--- src/mas_pkg.sv ---
// Package: offsets, fields and encodings of the modulo ALU and store slice
package mas_pkg;
    // Register byte offsets
    localparam logic [11:0] MAS_OFF_OPA = 12'h000;
    localparam logic [11:0] MAS_OFF_OPB = 12'h004;
    localparam logic [11:0] MAS_OFF_CMD = 12'h008;
    localparam logic [11:0] MAS_OFF_RES = 12'h00c;
    localparam logic [11:0] MAS_OFF_FLAG = 12'h010;
    localparam logic [11:0] MAS_OFF_SEQ = 12'h014;
    localparam logic [11:0] MAS_OFF_BASE = 12'h018;
    localparam logic [11:0] MAS_OFF_FMLINK = 12'h01c;
    localparam logic [11:0] MAS_OFF_STAT = 12'h020;
    localparam logic [11:0] MAS_OFF_IE = 12'h024;
    localparam logic [11:0] MAS_OFF_ICLR = 12'h028;
    // Memory window: halfword n at byte MAS_OFF_MEM + 4*n
    localparam logic [11:0] MAS_OFF_MEM = 12'h400;
    // Command fields
    localparam int MAS_CMD_OP_LSB = 0;
    localparam int MAS_CMD_MOD_LSB = 2;
    localparam int MAS_CMD_UM_BIT = 4;
    localparam int MAS_CMD_BZ_BIT = 5;
    localparam int MAS_CMD_AE_BIT = 6;
    localparam int MAS_CMD_IDX_LSB = 8;
    localparam int MAS_CMD_USI_LSB = 16;
    // Flag bits
    localparam int MAS_FLAG_OVF = 0;
    localparam int MAS_FLAG_BRT = 1;
    localparam int MAS_FLAG_WBB = 2;
    // Status / interrupt bits
    localparam int MAS_EV_OVF = 0;
    localparam int MAS_EV_BRT = 1;
    localparam int MAS_EV_ST = 2;
    localparam int MAS_EV_N = 3;
    // Reset values
    localparam logic [15:0] MAS_RST_HW = 16'h0000;
    localparam logic [4:0] MAS_RST_SEQ = 5'h00;
    // Slot execute masks: next, seq+1, seq+2, target, target+1
    localparam logic [4:0] MAS_SEQ_PLAIN = 5'h07;
    localparam logic [4:0] MAS_SEQ_TAKEN = 5'h19;
    localparam logic [4:0] MAS_SEQ_SQUASH = 5'h07;
    localparam logic [4:0] MAS_SEQ_ALL = 5'h1f;
    // Operations
    typedef enum logic [1:0] {
        MAS_OP_ADD = 2'b00,
        MAS_OP_ADD_IMMEDIATE = 2'b01,
        MAS_OP_SUB = 2'b10,
        MAS_OP_STD = 2'b11
    } mas_op_t;
    // Modulo selection
    typedef enum logic [1:0] {
        MAS_MOD_NONE = 2'b00,
        MAS_MOD_32 = 2'b01,
        MAS_MOD_64 = 2'b10,
        MAS_MOD_RSV = 2'b11
    } mas_mod_t;
    // Write buffer states
    typedef enum logic [1:0] {
        MAS_WB_IDLE = 2'b00,
        MAS_WB_FIRST = 2'b01,
        MAS_WB_SECOND = 2'b10
    } mas_wb_t;
endpackage

--- src/mas_top.sv ---
// Modulo ALU, fast memory write-back and double halfword store datapath
module mas_top
    import mas_pkg::*;
#(
    parameter int MEM_AW = 8
) (
    // Clock and reset
    input wire logic CLK_I,
    input wire logic RSTN_I,
    // APB slave
    input wire logic PSEL_I,
    input wire logic PENABLE_I,
    input wire logic PWRITE_I,
    input wire logic [11:0] PADDR_I,
    input wire logic [31:0] PWDATA_I,
    output logic [31:0] PRDATA_O,
    output logic PREADY_O,
    output logic PSLVERR_O,
    // Cell buffer held by other ports
    input wire logic MEM_BUSY_I,
    // Fast memory write-back
    output logic FM_WE_O,
    output logic [15:0] FM_ADDR_O,
    output logic [15:0] FM_DATA_O,
    // Interrupt
    output logic IRQ_O
);
    import mas_pkg::*;

    if (MEM_AW < 2 || MEM_AW > 8) begin : g_chk
        $error("mas_top: MEM_AW must be 2 to 8");
    end

    logic [15:0] opa_r;
    logic [15:0] opb_r;
    logic [15:0] base_r;
    logic [15:0] fmlink_r;
    logic [15:0] res_r;
    logic ovf_r;
    logic brt_r;
    logic [4:0] seq_r;
    logic [MAS_EV_N-1:0] stat_r;
    logic [MAS_EV_N-1:0] ie_r;
    logic fm_we_r;
    logic [15:0] fm_data_r;
    mas_wb_t wb_r;
    logic [MEM_AW-1:0] wb_addr_r;
    logic [15:0] wb_da_r;
    logic [15:0] wb_db_r;
    logic rd_vld_r;
    logic [15:0] mem_rdata;

    // Bus decode
    wire acc = PSEL_I & PENABLE_I;
    wire sel_mem = PADDR_I >= MAS_OFF_MEM;
    wire wr_cmd = PWRITE_I & (PADDR_I == MAS_OFF_CMD);
    wire mapped = sel_mem | (PADDR_I <= MAS_OFF_ICLR && PADDR_I[1:0] == 2'b00);

    // Command fields
    wire [31:0] cmd = PWDATA_I;
    wire mas_op_t op = mas_op_t'(cmd[MAS_CMD_OP_LSB +: 2]);
    wire mas_mod_t md = mas_mod_t'(cmd[MAS_CMD_MOD_LSB +: 2]);
    wire opt_um = cmd[MAS_CMD_UM_BIT];
    wire opt_bz = cmd[MAS_CMD_BZ_BIT];
    wire opt_ae = cmd[MAS_CMD_AE_BIT];
    wire [7:0] idx = cmd[MAS_CMD_IDX_LSB +: 8];
    wire [7:0] usi = cmd[MAS_CMD_USI_LSB +: 8];

    // Store stall and access completion
    wire is_st = wr_cmd & (op == MAS_OP_STD);
    wire wb_busy = wb_r != MAS_WB_IDLE;
    wire st_stall = acc & is_st & wb_busy;
    wire rd_wait = sel_mem & ~PWRITE_I & ~rd_vld_r;
    assign PREADY_O = ~st_stall & ~rd_wait;
    wire done = acc & PREADY_O;
    assign PSLVERR_O = acc & ~mapped;
    wire wr_ok = done & PWRITE_I & mapped;
    wire do_cmd = wr_ok & (PADDR_I == MAS_OFF_CMD);
    wire do_alu = do_cmd & (op != MAS_OP_STD);
    wire do_st = do_cmd & (op == MAS_OP_STD);

    // ALU
    wire [15:0] opnd = (op == MAS_OP_ADD_IMMEDIATE) ? {8'h00, usi} : opb_r;
    wire is_sub = op == MAS_OP_SUB;
    wire [15:0] alu = is_sub ? opa_r - opnd : opa_r + opnd;
    wire ovf_add = (opa_r[15] == opnd[15]) & (alu[15] != opa_r[15]);
    wire ovf_sub = (opa_r[15] != opnd[15]) & (alu[15] != opa_r[15]);
    wire ovf = is_sub ? ovf_sub : ovf_add;
    wire is_mod = md != MAS_MOD_NONE;
    wire [15:0] modulo_32_select = {opa_r[15:5], alu[4:0]};
    wire [15:0] modulo_64_select = {opa_r[15:6], alu[5:0]};
    wire [15:0] final_res = (md == MAS_MOD_32) ? modulo_32_select :
        (md == MAS_MOD_64) ? modulo_64_select : alu;
    wire zero32 = alu[4:0] == 5'h00;
    wire zero64 = alu[5:0] == 6'h00;
    wire zero16 = alu == 16'h0000;
    wire is_zero = (md == MAS_MOD_32) ? zero32 :
        (md == MAS_MOD_64) ? zero64 : zero16;
    wire taken = opt_bz & is_zero;
    wire ovf_set = do_alu & ~is_mod & ovf;
    wire [4:0] seq_nxt = ~opt_bz ? MAS_SEQ_PLAIN :
        taken ? MAS_SEQ_TAKEN :
        opt_ae ? MAS_SEQ_ALL : MAS_SEQ_SQUASH;

    // Store addressing
    wire [15:0] st_byte = base_r + {8'h00, idx};
    wire [MEM_AW-1:0] st_hw = st_byte[MEM_AW:1];

    // Write buffer drain
    wire mem_free = ~MEM_BUSY_I;
    wire mem_we = mem_free & wb_busy;
    wire [MEM_AW-1:0] wb_pair =
        wb_addr_r ^ {{(MEM_AW-1){1'b0}}, 1'b1};
    wire [MEM_AW-1:0] mem_waddr = (wb_r == MAS_WB_SECOND) ? wb_pair
        : wb_addr_r;
    wire [15:0] mem_wdata = (wb_r == MAS_WB_SECOND) ? wb_db_r : wb_da_r;
    wire st_done = mem_we & (wb_r == MAS_WB_SECOND);
    mas_wb_t wb_nxt;

    always_comb begin
        case (wb_r)
            MAS_WB_IDLE: wb_nxt = do_st ? MAS_WB_FIRST : MAS_WB_IDLE;
            MAS_WB_FIRST: wb_nxt = mem_free ? MAS_WB_SECOND : MAS_WB_FIRST;
            MAS_WB_SECOND: wb_nxt = mem_free ? MAS_WB_IDLE : MAS_WB_SECOND;
            default: wb_nxt = MAS_WB_IDLE;
        endcase
    end

    mas_mem #(
        .AW(MEM_AW),
        .DW(16)
    ) u_mem (
        .clk_i(CLK_I),
        .we_i(mem_we),
        .waddr_i(mem_waddr),
        .wdata_i(mem_wdata),
        .raddr_i(PADDR_I[MEM_AW+1:2]),
        .rdata_o(mem_rdata)
    );

    // Events and interrupt
    wire [MAS_EV_N-1:0] ev = {st_done, do_alu & taken, ovf_set};
    wire iclr = wr_ok & (PADDR_I == MAS_OFF_ICLR);
    wire [MAS_EV_N-1:0] clr = iclr ? PWDATA_I[MAS_EV_N-1:0] : '0;
    wire [MAS_EV_N-1:0] stat_nxt = ev | (stat_r & ~clr);
    assign IRQ_O = |(stat_r & ie_r);
    wire flag_clr = wr_ok & (PADDR_I == MAS_OFF_FLAG) & PWDATA_I[MAS_FLAG_OVF];
    wire ovf_nxt = ovf_set | (ovf_r & ~flag_clr);

    // Register writes
    always_ff @(posedge CLK_I or negedge RSTN_I) begin
        if (!RSTN_I) begin
            opa_r <= MAS_RST_HW;
            opb_r <= MAS_RST_HW;
            base_r <= MAS_RST_HW;
            fmlink_r <= MAS_RST_HW;
            ie_r <= '0;
        end else if (wr_ok) begin
            if (PADDR_I == MAS_OFF_OPA) opa_r <= PWDATA_I[15:0];
            if (PADDR_I == MAS_OFF_OPB) opb_r <= PWDATA_I[15:0];
            if (PADDR_I == MAS_OFF_BASE) base_r <= PWDATA_I[15:0];
            if (PADDR_I == MAS_OFF_FMLINK) fmlink_r <= PWDATA_I[15:0];
            if (PADDR_I == MAS_OFF_IE) ie_r <= PWDATA_I[MAS_EV_N-1:0];
        end
    end

    // ALU results
    always_ff @(posedge CLK_I or negedge RSTN_I) begin
        if (!RSTN_I) begin
            res_r <= MAS_RST_HW;
            brt_r <= 1'b0;
            seq_r <= MAS_RST_SEQ;
            fm_we_r <= 1'b0;
            fm_data_r <= MAS_RST_HW;
        end else begin
            fm_we_r <= do_alu & opt_um;
            if (do_alu) begin
                res_r <= final_res;
                brt_r <= taken;
                seq_r <= seq_nxt;
                fm_data_r <= final_res;
            end
        end
    end

    // Flags, status and write buffer
    always_ff @(posedge CLK_I or negedge RSTN_I) begin
        if (!RSTN_I) begin
            ovf_r <= 1'b0;
            stat_r <= '0;
            wb_r <= MAS_WB_IDLE;
            wb_addr_r <= '0;
            wb_da_r <= MAS_RST_HW;
            wb_db_r <= MAS_RST_HW;
            rd_vld_r <= 1'b0;
        end else begin
            ovf_r <= ovf_nxt;
            stat_r <= stat_nxt;
            wb_r <= wb_nxt;
            rd_vld_r <= acc & sel_mem & ~PWRITE_I & ~rd_vld_r;
            if (do_st) begin
                wb_addr_r <= st_hw;
                wb_da_r <= opa_r;
                wb_db_r <= opb_r;
            end
        end
    end

    assign FM_WE_O = fm_we_r;
    assign FM_ADDR_O = fmlink_r;
    assign FM_DATA_O = fm_data_r;

    // Read mux
    wire [31:0] flag_rd = {29'h0, wb_busy, brt_r, ovf_r};
    always_comb begin
        PRDATA_O = 32'h0000_0000;
        if (sel_mem) begin
            PRDATA_O = {16'h0000, mem_rdata};
        end else begin
            case (PADDR_I)
                MAS_OFF_OPA: PRDATA_O = {16'h0000, opa_r};
                MAS_OFF_OPB: PRDATA_O = {16'h0000, opb_r};
                MAS_OFF_RES: PRDATA_O = {16'h0000, res_r};
                MAS_OFF_FLAG: PRDATA_O = flag_rd;
                MAS_OFF_SEQ: PRDATA_O = {27'h0, seq_r};
                MAS_OFF_BASE: PRDATA_O = {16'h0000, base_r};
                MAS_OFF_FMLINK: PRDATA_O = {16'h0000, fmlink_r};
                MAS_OFF_STAT: PRDATA_O = {29'h0, stat_r};
                MAS_OFF_IE: PRDATA_O = {29'h0, ie_r};
                default: PRDATA_O = 32'h0000_0000;
            endcase
        end
    end

    // Checks
    a_pair_address: assert property (@(posedge CLK_I) disable iff (!RSTN_I)
        mem_we && wb_r == MAS_WB_FIRST |=> mem_waddr == ($past(mem_waddr)
        ^ 1) || wb_r == MAS_WB_FIRST)
        else $error("second halfword not at paired address");
    a_store_stall: assert property (@(posedge CLK_I) disable iff (!RSTN_I)
        acc && is_st && wb_busy |-> !PREADY_O)
        else $error("store accepted while buffer busy");
    a_no_stall: assert property (@(posedge CLK_I) disable iff (!RSTN_I)
        acc && !sel_mem && !wb_busy |-> PREADY_O)
        else $error("stall without busy buffer");
    a_add_immediate_zext: assert property (@(posedge CLK_I) disable iff (!RSTN_I)
        do_alu && op == MAS_OP_ADD_IMMEDIATE && md == MAS_MOD_NONE |=>
        res_r == $past(opa_r) + {8'h00, $past(usi)})
        else $error("immediate add wrong");
    a_ovf_set: assert property (@(posedge CLK_I) disable iff (!RSTN_I)
        do_alu && !is_mod && ovf |=> ovf_r && stat_r[MAS_EV_OVF])
        else $error("overflow not flagged");
    a_modulo_64_select_merge: assert property (@(posedge CLK_I) disable iff (!RSTN_I)
        do_alu && md == MAS_MOD_64 |=> res_r[15:6] == $past(opa_r[15:6]))
        else $error("modulo 64 upper bits wrong");
    a_modulo_32_select_merge: assert property (@(posedge CLK_I) disable iff (!RSTN_I)
        do_alu && md == MAS_MOD_32 |=> res_r[15:5] == $past(opa_r[15:5]))
        else $error("modulo 32 upper bits wrong");
    a_mod_keep_ovf: assert property (@(posedge CLK_I) disable iff (!RSTN_I)
        do_alu && is_mod && !flag_clr |=> ovf_r == $past(ovf_r))
        else $error("modulo changed overflow");
    a_fm_update: assert property (@(posedge CLK_I) disable iff (!RSTN_I)
        do_alu && opt_um |=> FM_WE_O && FM_DATA_O == res_r)
        else $error("fast memory not updated");
    a_zero_low32: assert property (@(posedge CLK_I) disable iff (!RSTN_I)
        do_alu && opt_bz && md == MAS_MOD_32 |=> brt_r == (res_r[4:0] == 0))
        else $error("modulo 32 branch test wrong");
    a_taken_flow: assert property (@(posedge CLK_I) disable iff (!RSTN_I)
        do_alu && taken |=> seq_r == MAS_SEQ_TAKEN)
        else $error("taken flow wrong");
    a_squash_flow: assert property (@(posedge CLK_I) disable iff (!RSTN_I)
        do_alu && opt_bz && !taken |=> seq_r[1:0] == 2'b11 &&
        seq_r[4:3] == {2{$past(opt_ae)}})
        else $error("untaken flow wrong");
    a_store_capture: assert property (@(posedge CLK_I) disable iff (!RSTN_I)
        do_st |=> wb_da_r == $past(opa_r) && wb_db_r == $past(opb_r))
        else $error("store data not captured");
    a_wb_accept: assert property (@(posedge CLK_I) disable iff (!RSTN_I)
        do_st |=> wb_r == MAS_WB_FIRST)
        else $error("store not buffered");
    a_held_no_drain: assert property (@(posedge CLK_I) disable iff (!RSTN_I)
        MEM_BUSY_I |-> !mem_we)
        else $error("buffer drained while memory held");
    a_mod_keep_stat: assert property (@(posedge CLK_I) disable iff (!RSTN_I)
        do_alu && is_mod && !stat_r[MAS_EV_OVF] |=> !stat_r[MAS_EV_OVF])
        else $error("modulo raised overflow event");
    a_fm_quiet: assert property (@(posedge CLK_I) disable iff (!RSTN_I)
        do_alu && !opt_um |=> !FM_WE_O)
        else $error("fast memory written without update");
    a_zero_low64: assert property (@(posedge CLK_I) disable iff (!RSTN_I)
        do_alu && opt_bz && md == MAS_MOD_64 |=>
        brt_r == (res_r[5:0] == 0))
        else $error("modulo 64 branch test wrong");
    a_plain_flow: assert property (@(posedge CLK_I) disable iff (!RSTN_I)
        do_alu && !opt_bz |=> seq_r == MAS_SEQ_PLAIN)
        else $error("plain flow wrong");
endmodule

--- src/mas_mem.sv ---
// Halfword cell buffer memory with one write and one registered read port
module mas_mem #(
    parameter int AW = 8,
    parameter int DW = 16
) (
    input wire logic clk_i,
    input wire logic we_i,
    input wire logic [AW-1:0] waddr_i,
    input wire logic [DW-1:0] wdata_i,
    input wire logic [AW-1:0] raddr_i,
    output logic [DW-1:0] rdata_o
);
    logic [DW-1:0] mem [0:(1<<AW)-1];

    always_ff @(posedge clk_i) begin
        if (we_i) begin
            mem[waddr_i] <= wdata_i;
        end
        rdata_o <= mem[raddr_i];
    end
endmodule

--- config.mk ---
export PLATFORM = sky130hd
export DESIGN_NAME = mas_top
export DESIGN_NICKNAME = d
export VERILOG_FILES = /design/src/mas_pkg.sv /design/src/mas_top.sv /design/src/mas_mem.sv
export SDC_FILE = /design/constraint.sdc
export NUM_CORES = 2
export LEC_CHECK = 0
export BUFFER_PORTS_ARGS = -buffer_cell sky130_fd_sc_hd__buf_2
export CAP_MARGIN = 10
export CORE_ASPECT_RATIO = 1.5
export CORE_MARGIN = 2
export CORE_UTILIZATION = 38
export DETAILED_ROUTE_END_ITERATION = 10
export GPL_TIMING_DRIVEN = 0
export PLACE_DENSITY_LB_ADDON = 0.2
export SKIP_LAST_GASP = 1
export SLEW_MARGIN = 5
export SYNTH_ARGS = -nofsm -noshare
export SYNTH_HDL_FRONTEND = slang
export SYNTH_HIERARCHICAL = 1
export SYNTH_SLANG_ARGS = --single-unit
export TNS_END_PERCENT = 1
--- constraint.sdc ---
create_clock -name CLK_I -period 5.1 [get_ports CLK_I]
set_input_delay 0 -clock CLK_I [delete_from_list [all_inputs] [get_ports CLK_I]]
set_output_delay 0 -clock CLK_I [all_outputs]
set_load 0.03 [all_outputs]
==> results by stage <==
Run status:
- The flow ran to the end, but the final reports show violations.
- The checks that failed: capacitance limit, slew limit, setup timing.

GRT:
- The number of antenna violations at the first check in global routing is 34.
- The remaining global-route overflow is 0.
- The number of global-route vias before repair is 91100.
- The first-pass GRT wire length is 777 mm.
- In the global route stage, overall resource usage came out at 0.255.
- Entering global routing, the biggest net connects 137 pins.

Timing:
- For the pin with the worst max-slew slack, the measured transition is 1.63 ns.
- The number of pins exceeding their max-slew limit in the final report came to 2.
- Hold timing on the final database bottoms out at a slack of 0.0605 ns.
- The final worst slack is -0.483 ns.
- For the finished layout, the period the worst path requires is 5.58 ns.
- The hold violation count in the final report is 0.
- The final period utilization is 1.09.
- Setup violations remaining at the end of the flow were counted as 22.
- The relative slew slack is -0.0962.
- Setup repair after global routing could not meet its margin everywhere.
- Static timing analysis puts the maximum clock frequency at 0.179 GHz.
- The final setup skew is 0.0617 ns.

Placement:
- The instance area after placement is 181000 µm².
- The number of input and output port buffers inserted is 93.
- The worst slack at placement is -2.16 ns.
- Detailed placement ended at an HPWL of 415 mm.
- At the end of routability-driven placement, the weighted congestion stood at 0.982.

Worst setup path:
- Walking the worst path, the cells encountered are buf_2 -> buf_2 -> clkbuf_2 -> buf_2 -> clkbuf_1 -> clkbuf_1 -> nor2_1 -> a22oi_1 -> nand4_1 -> nor4_2 -> buf_4.
- The required time reported for the critical path endpoint is 5.95 ns.
- The category of the worst setup path launch point is an input port.
- For this design, the slowest cell found on the critical path is sky130_fd_sc_hd__clkbuf_1.
- The worst endpoint data arrival time is 6.43 ns.
- On the worst path, the slowest cell contributes a delay of 1.08 ns.
- The dominant delay contributor by cell family on the critical path is buffers and inverters.
- Together, buffers and inverters on the worst path number 7.
- In this design, the critical path's most frequently occurring cell is sky130_fd_sc_hd__buf_2.
- The worst setup path is of the in2reg kind.
- The largest fanout of any net on the critical path is 10.
- The worst setup path is captured at a register.

Floorplanning:
- The die is 545 µm wide.
- Pin placement for this block handled 118 I/O pins.
- The die covers 445000 µm².
- The area of the placeable core is 438000 µm².
- The number of core rows is 298.
- The y dimension of the die is 816 µm.
- The initial utilization of the core area, before any placement, comes to 0.381.

Detailed routing:
- The detail route stage leaves a number of antenna-violating nets equal to 0.
- Summed over all layers, the routed wires come to 579 mm.
- Using the TritonRoute via totals, the vias-per-cell ratio works out to 5.86.
- After detailed routing, the number of remaining DRC violations is 0.
- The number of detailed-routing iterations run before antenna repair is 10.
- Detailed routing inserted a total of 89600 vias.
- The detailed router's first-iteration violation count is 11000.
- The average routed wire per standard cell is 37.9 µm.

Synthesis:
- Among all flip-flop cells after synthesis, the most frequent one is sky130_fd_sc_hd__edfxtp_1.
- The synthesized design contains 4096 enable-type register cells.
- The async set-reset flop share out of synthesis is 0.0318.
- The number of synthesis warnings is 6.
- The number of instances in the synthesized netlist is 8183.
- After synthesis the netlist holds a flip-flop and latch count of 4247.
- The area of the mapped netlist is 167000 µm².
- In this run the mean area of a mapped cell was 20.4 µm².
- The portion of synthesized cell area occupied by the leading cell type is 0.737.
- The cell taking the most area after synthesis is sky130_fd_sc_hd__edfxtp_1.
- The sequential element share of the synthesized area is 0.759.
- In this run, distinct cell masters in the synthesized netlist total 89.
- After synthesis, the cell types taking the most area are sky130_fd_sc_hd__edfxtp_1 (74%), sky130_fd_sc_hd__mux4_2 (11%), sky130_fd_sc_hd__mux2i_1 (3.5%), sky130_fd_sc_hd__dfrtp_1 (2.0%), sky130_fd_sc_hd__o221ai_1 (1.3%).

CTS:
- The H-tree was split into 5 levels.
- The number of clock sinks is 4247.
- The cell sitting at the root of the clock tree is a sky130_fd_sc_hd__clkbuf_16.
- The number of buffers on the longest clock path is 4.
- For the worst-skew pair, the clock arrives at the later sink with an insertion delay of 0.98 ns.
- After clock tree synthesis, the clock-pin slew on the worst setup and hold paths is 0.06 ns.
- TritonCTS created 400 clock buffers.
- The CTS tree is yes.

Power:
- IR analysis of the VDD net gives a maximum drop of 291 µV.
- The power density over the cells is 362 nW/µm².
- The leakage power of the design is 73.2 nW.

Layout:
- At the end of the flow, the number of nets in the layout was 9160.
- Once layout is done, the placed cells without fillers occupy 195000 µm².
- The number of filler instances in the final layout is 37500.
- For this run, the share of the core covered by cells in the final layout is 0.445.
- The layout overhead on the synthesized area is 16.9%.
- The share of post-route cells with drive strength above 1 is 0.276.

Hold path:
- The worst hold path belongs to the class in2reg.

Run:
- The number of maximum-capacitance violations is 1.
cell usage in the layout, fill, tap and decap left out, types with 151 or more instances in the layout:
master                      instances
sky130_fd_sc_hd__edfxtp_1        4096
sky130_fd_sc_hd__mux4_2           797
sky130_fd_sc_hd__mux2i_1          582
sky130_fd_sc_hd__clkbuf_16        406
sky130_fd_sc_hd__clkbuf_1         283
sky130_fd_sc_hd__nor2_2           255
sky130_fd_sc_hd__o221ai_1         253
sky130_fd_sc_hd__buf_8            234
sky130_fd_sc_hd__a21oi_1          208
sky130_fd_sc_hd__buf_2            187
sky130_fd_sc_hd__mux2_2           180
sky130_fd_sc_hd__o22ai_1          151
cell type report:
type                       count  area, µm²  share of cell area
tap                         5850       7320              0.0375
timing repair buffer         488       6720              0.0344
clock inverter               245       2440              0.0125
antenna                       21       52.6            0.000269
multi-input combinational   3419      38400               0.197
sequential                  4247     127000               0.649
inverter                      22       82.6            0.000423
buffer                       507       3030              0.0155
clock buffer                 482      10500              0.0537
sequential cells by signal (all words and copies together), names as in the netlist:
register and cells:
brt_r 1, wb_db_r 16, ovf_r 1, seq_r 3
FM_WE_O 1, wb_da_r 16, rd_vld_r 1, opa_r 16
opb_r 16, base_r 16, FM_DATA_O 16, stat_r 3
u_mem/rdata_o 16, u_mem/mem 4096, wb_r 2, ie_r 3
FM_ADDR_O 16, wb_addr_r 8
Yosys cell counts, types with 12 or more instances:
library cell and instances:
sky130_fd_sc_hd__a211oi_1 23, sky130_fd_sc_hd__a21o_1 13, sky130_fd_sc_hd__a21oi_1 209, sky130_fd_sc_hd__a221oi_1 31
sky130_fd_sc_hd__a222oi_1 30, sky130_fd_sc_hd__a22o_1 36, sky130_fd_sc_hd__a22oi_1 47, sky130_fd_sc_hd__a31oi_1 12
sky130_fd_sc_hd__and3_1 16, sky130_fd_sc_hd__buf_1 28, sky130_fd_sc_hd__buf_2 85, sky130_fd_sc_hd__buf_4 46
sky130_fd_sc_hd__buf_6 77, sky130_fd_sc_hd__clkbuf_1 258, sky130_fd_sc_hd__dfrtp_1 135, sky130_fd_sc_hd__dfxtp_1 16
sky130_fd_sc_hd__edfxtp_1 4096, sky130_fd_sc_hd__ha_1 23, sky130_fd_sc_hd__inv_1 21, sky130_fd_sc_hd__mux2_2 196
sky130_fd_sc_hd__mux2i_1 582, sky130_fd_sc_hd__mux4_2 797, sky130_fd_sc_hd__nand2_1 135, sky130_fd_sc_hd__nand3_1 48
sky130_fd_sc_hd__nand4_1 33, sky130_fd_sc_hd__nor2_1 352, sky130_fd_sc_hd__nor2b_1 16, sky130_fd_sc_hd__nor3_1 107
sky130_fd_sc_hd__nor4_1 21, sky130_fd_sc_hd__o21ai_0 91, sky130_fd_sc_hd__o221ai_1 253, sky130_fd_sc_hd__o22ai_1 151
sky130_fd_sc_hd__o31ai_1 18, sky130_fd_sc_hd__o32ai_1 21
logic make-up after synthesis:
group / after synthesis / synth area share
flip-flops: 4247 / 0.759
buffers and inverters: 532 / 0.0183
AO/OA/AOI/OAI: 981 / 0.0418
multiplexers: 1576 / 0.156
AND/OR/NAND/NOR: 794 / 0.0220
XOR/XNOR: 22 / 0.00124
adder cells (fa/ha/maj): 30 / 0.00226
other: 1 / 0.0000225
what timing repair did:
action                                  CTS  global route
pin swaps                                 0             1
resized for setup                         9            17
setup endpoints to repair              3984           387
buffers inserted                          2             1
hold buffers                             57             0
endpoints found under the hold margin   232             0
cloned                                    0             0
worst paths after layout:
path / slack, ns / endpoint / cells after the start / from
worst min-delay path: 0.06 / FM_DATA_O[1] / 7 / PWDATA_I[17]
worst max-delay path: -0.48 / u_mem/rdata_o[1] / 11 / PADDR_I[4]
max in group asynchronous: 4.56 / opa_r[0] / 4 / RSTN_I
worst min register to register: 0.49 / seq_r[0] / 1 / seq_r[0]
min in group asynchronous: 0.19 / opb_r[1] / 4 / RSTN_I
worst max register to register: -0.05 / u_mem/mem[118][0] / 11 / wb_r[0]
power by group:
group / switching, mW / leakage (nW) / internal (mW)
combinational: 1.99 / 17.2 / 0.818
sequential: 0.0193 / 49.6 / 37.7
clock: 13.2 / 6.32 / 16.9
total: 15.2 / 73.2 / 55.4
per-stage QoR:
| stage | setup TNS, ns | total power [mW] | cells |
|---|---|---|---|
| global placement | - | 41.1 | 14100 |
| floorplan | 0 | 39.8 | 8198 |
| detailed placement | -4337.32 | 41.2 | 14500 |
| CTS | -6.45 | 71.0 | 15300 |
| global route | -3.57 | 72.3 | 15300 |
| finish | -2.28 | 70.6 | 15300 |
per-layer routing:
layer  track usage  share of wire  vias to the layer above
met1         0.277           0.34                    48200
met3        0.0426          0.064                     1195
li1              -              -                    36100
met2         0.448           0.51                     4054
met5             0       0.000097                        -
met4         0.191          0.088                        8
worst register-to-register path, delay by kind of cell (launching register included):
family                 cells  cell delay (ns)
buffers and inverters      6             2.72
AND/OR/NAND/NOR            4             1.45
flip-flops                 1             0.40
XOR/XNOR                   1             0.29
(Power assumes the default switching activity.)
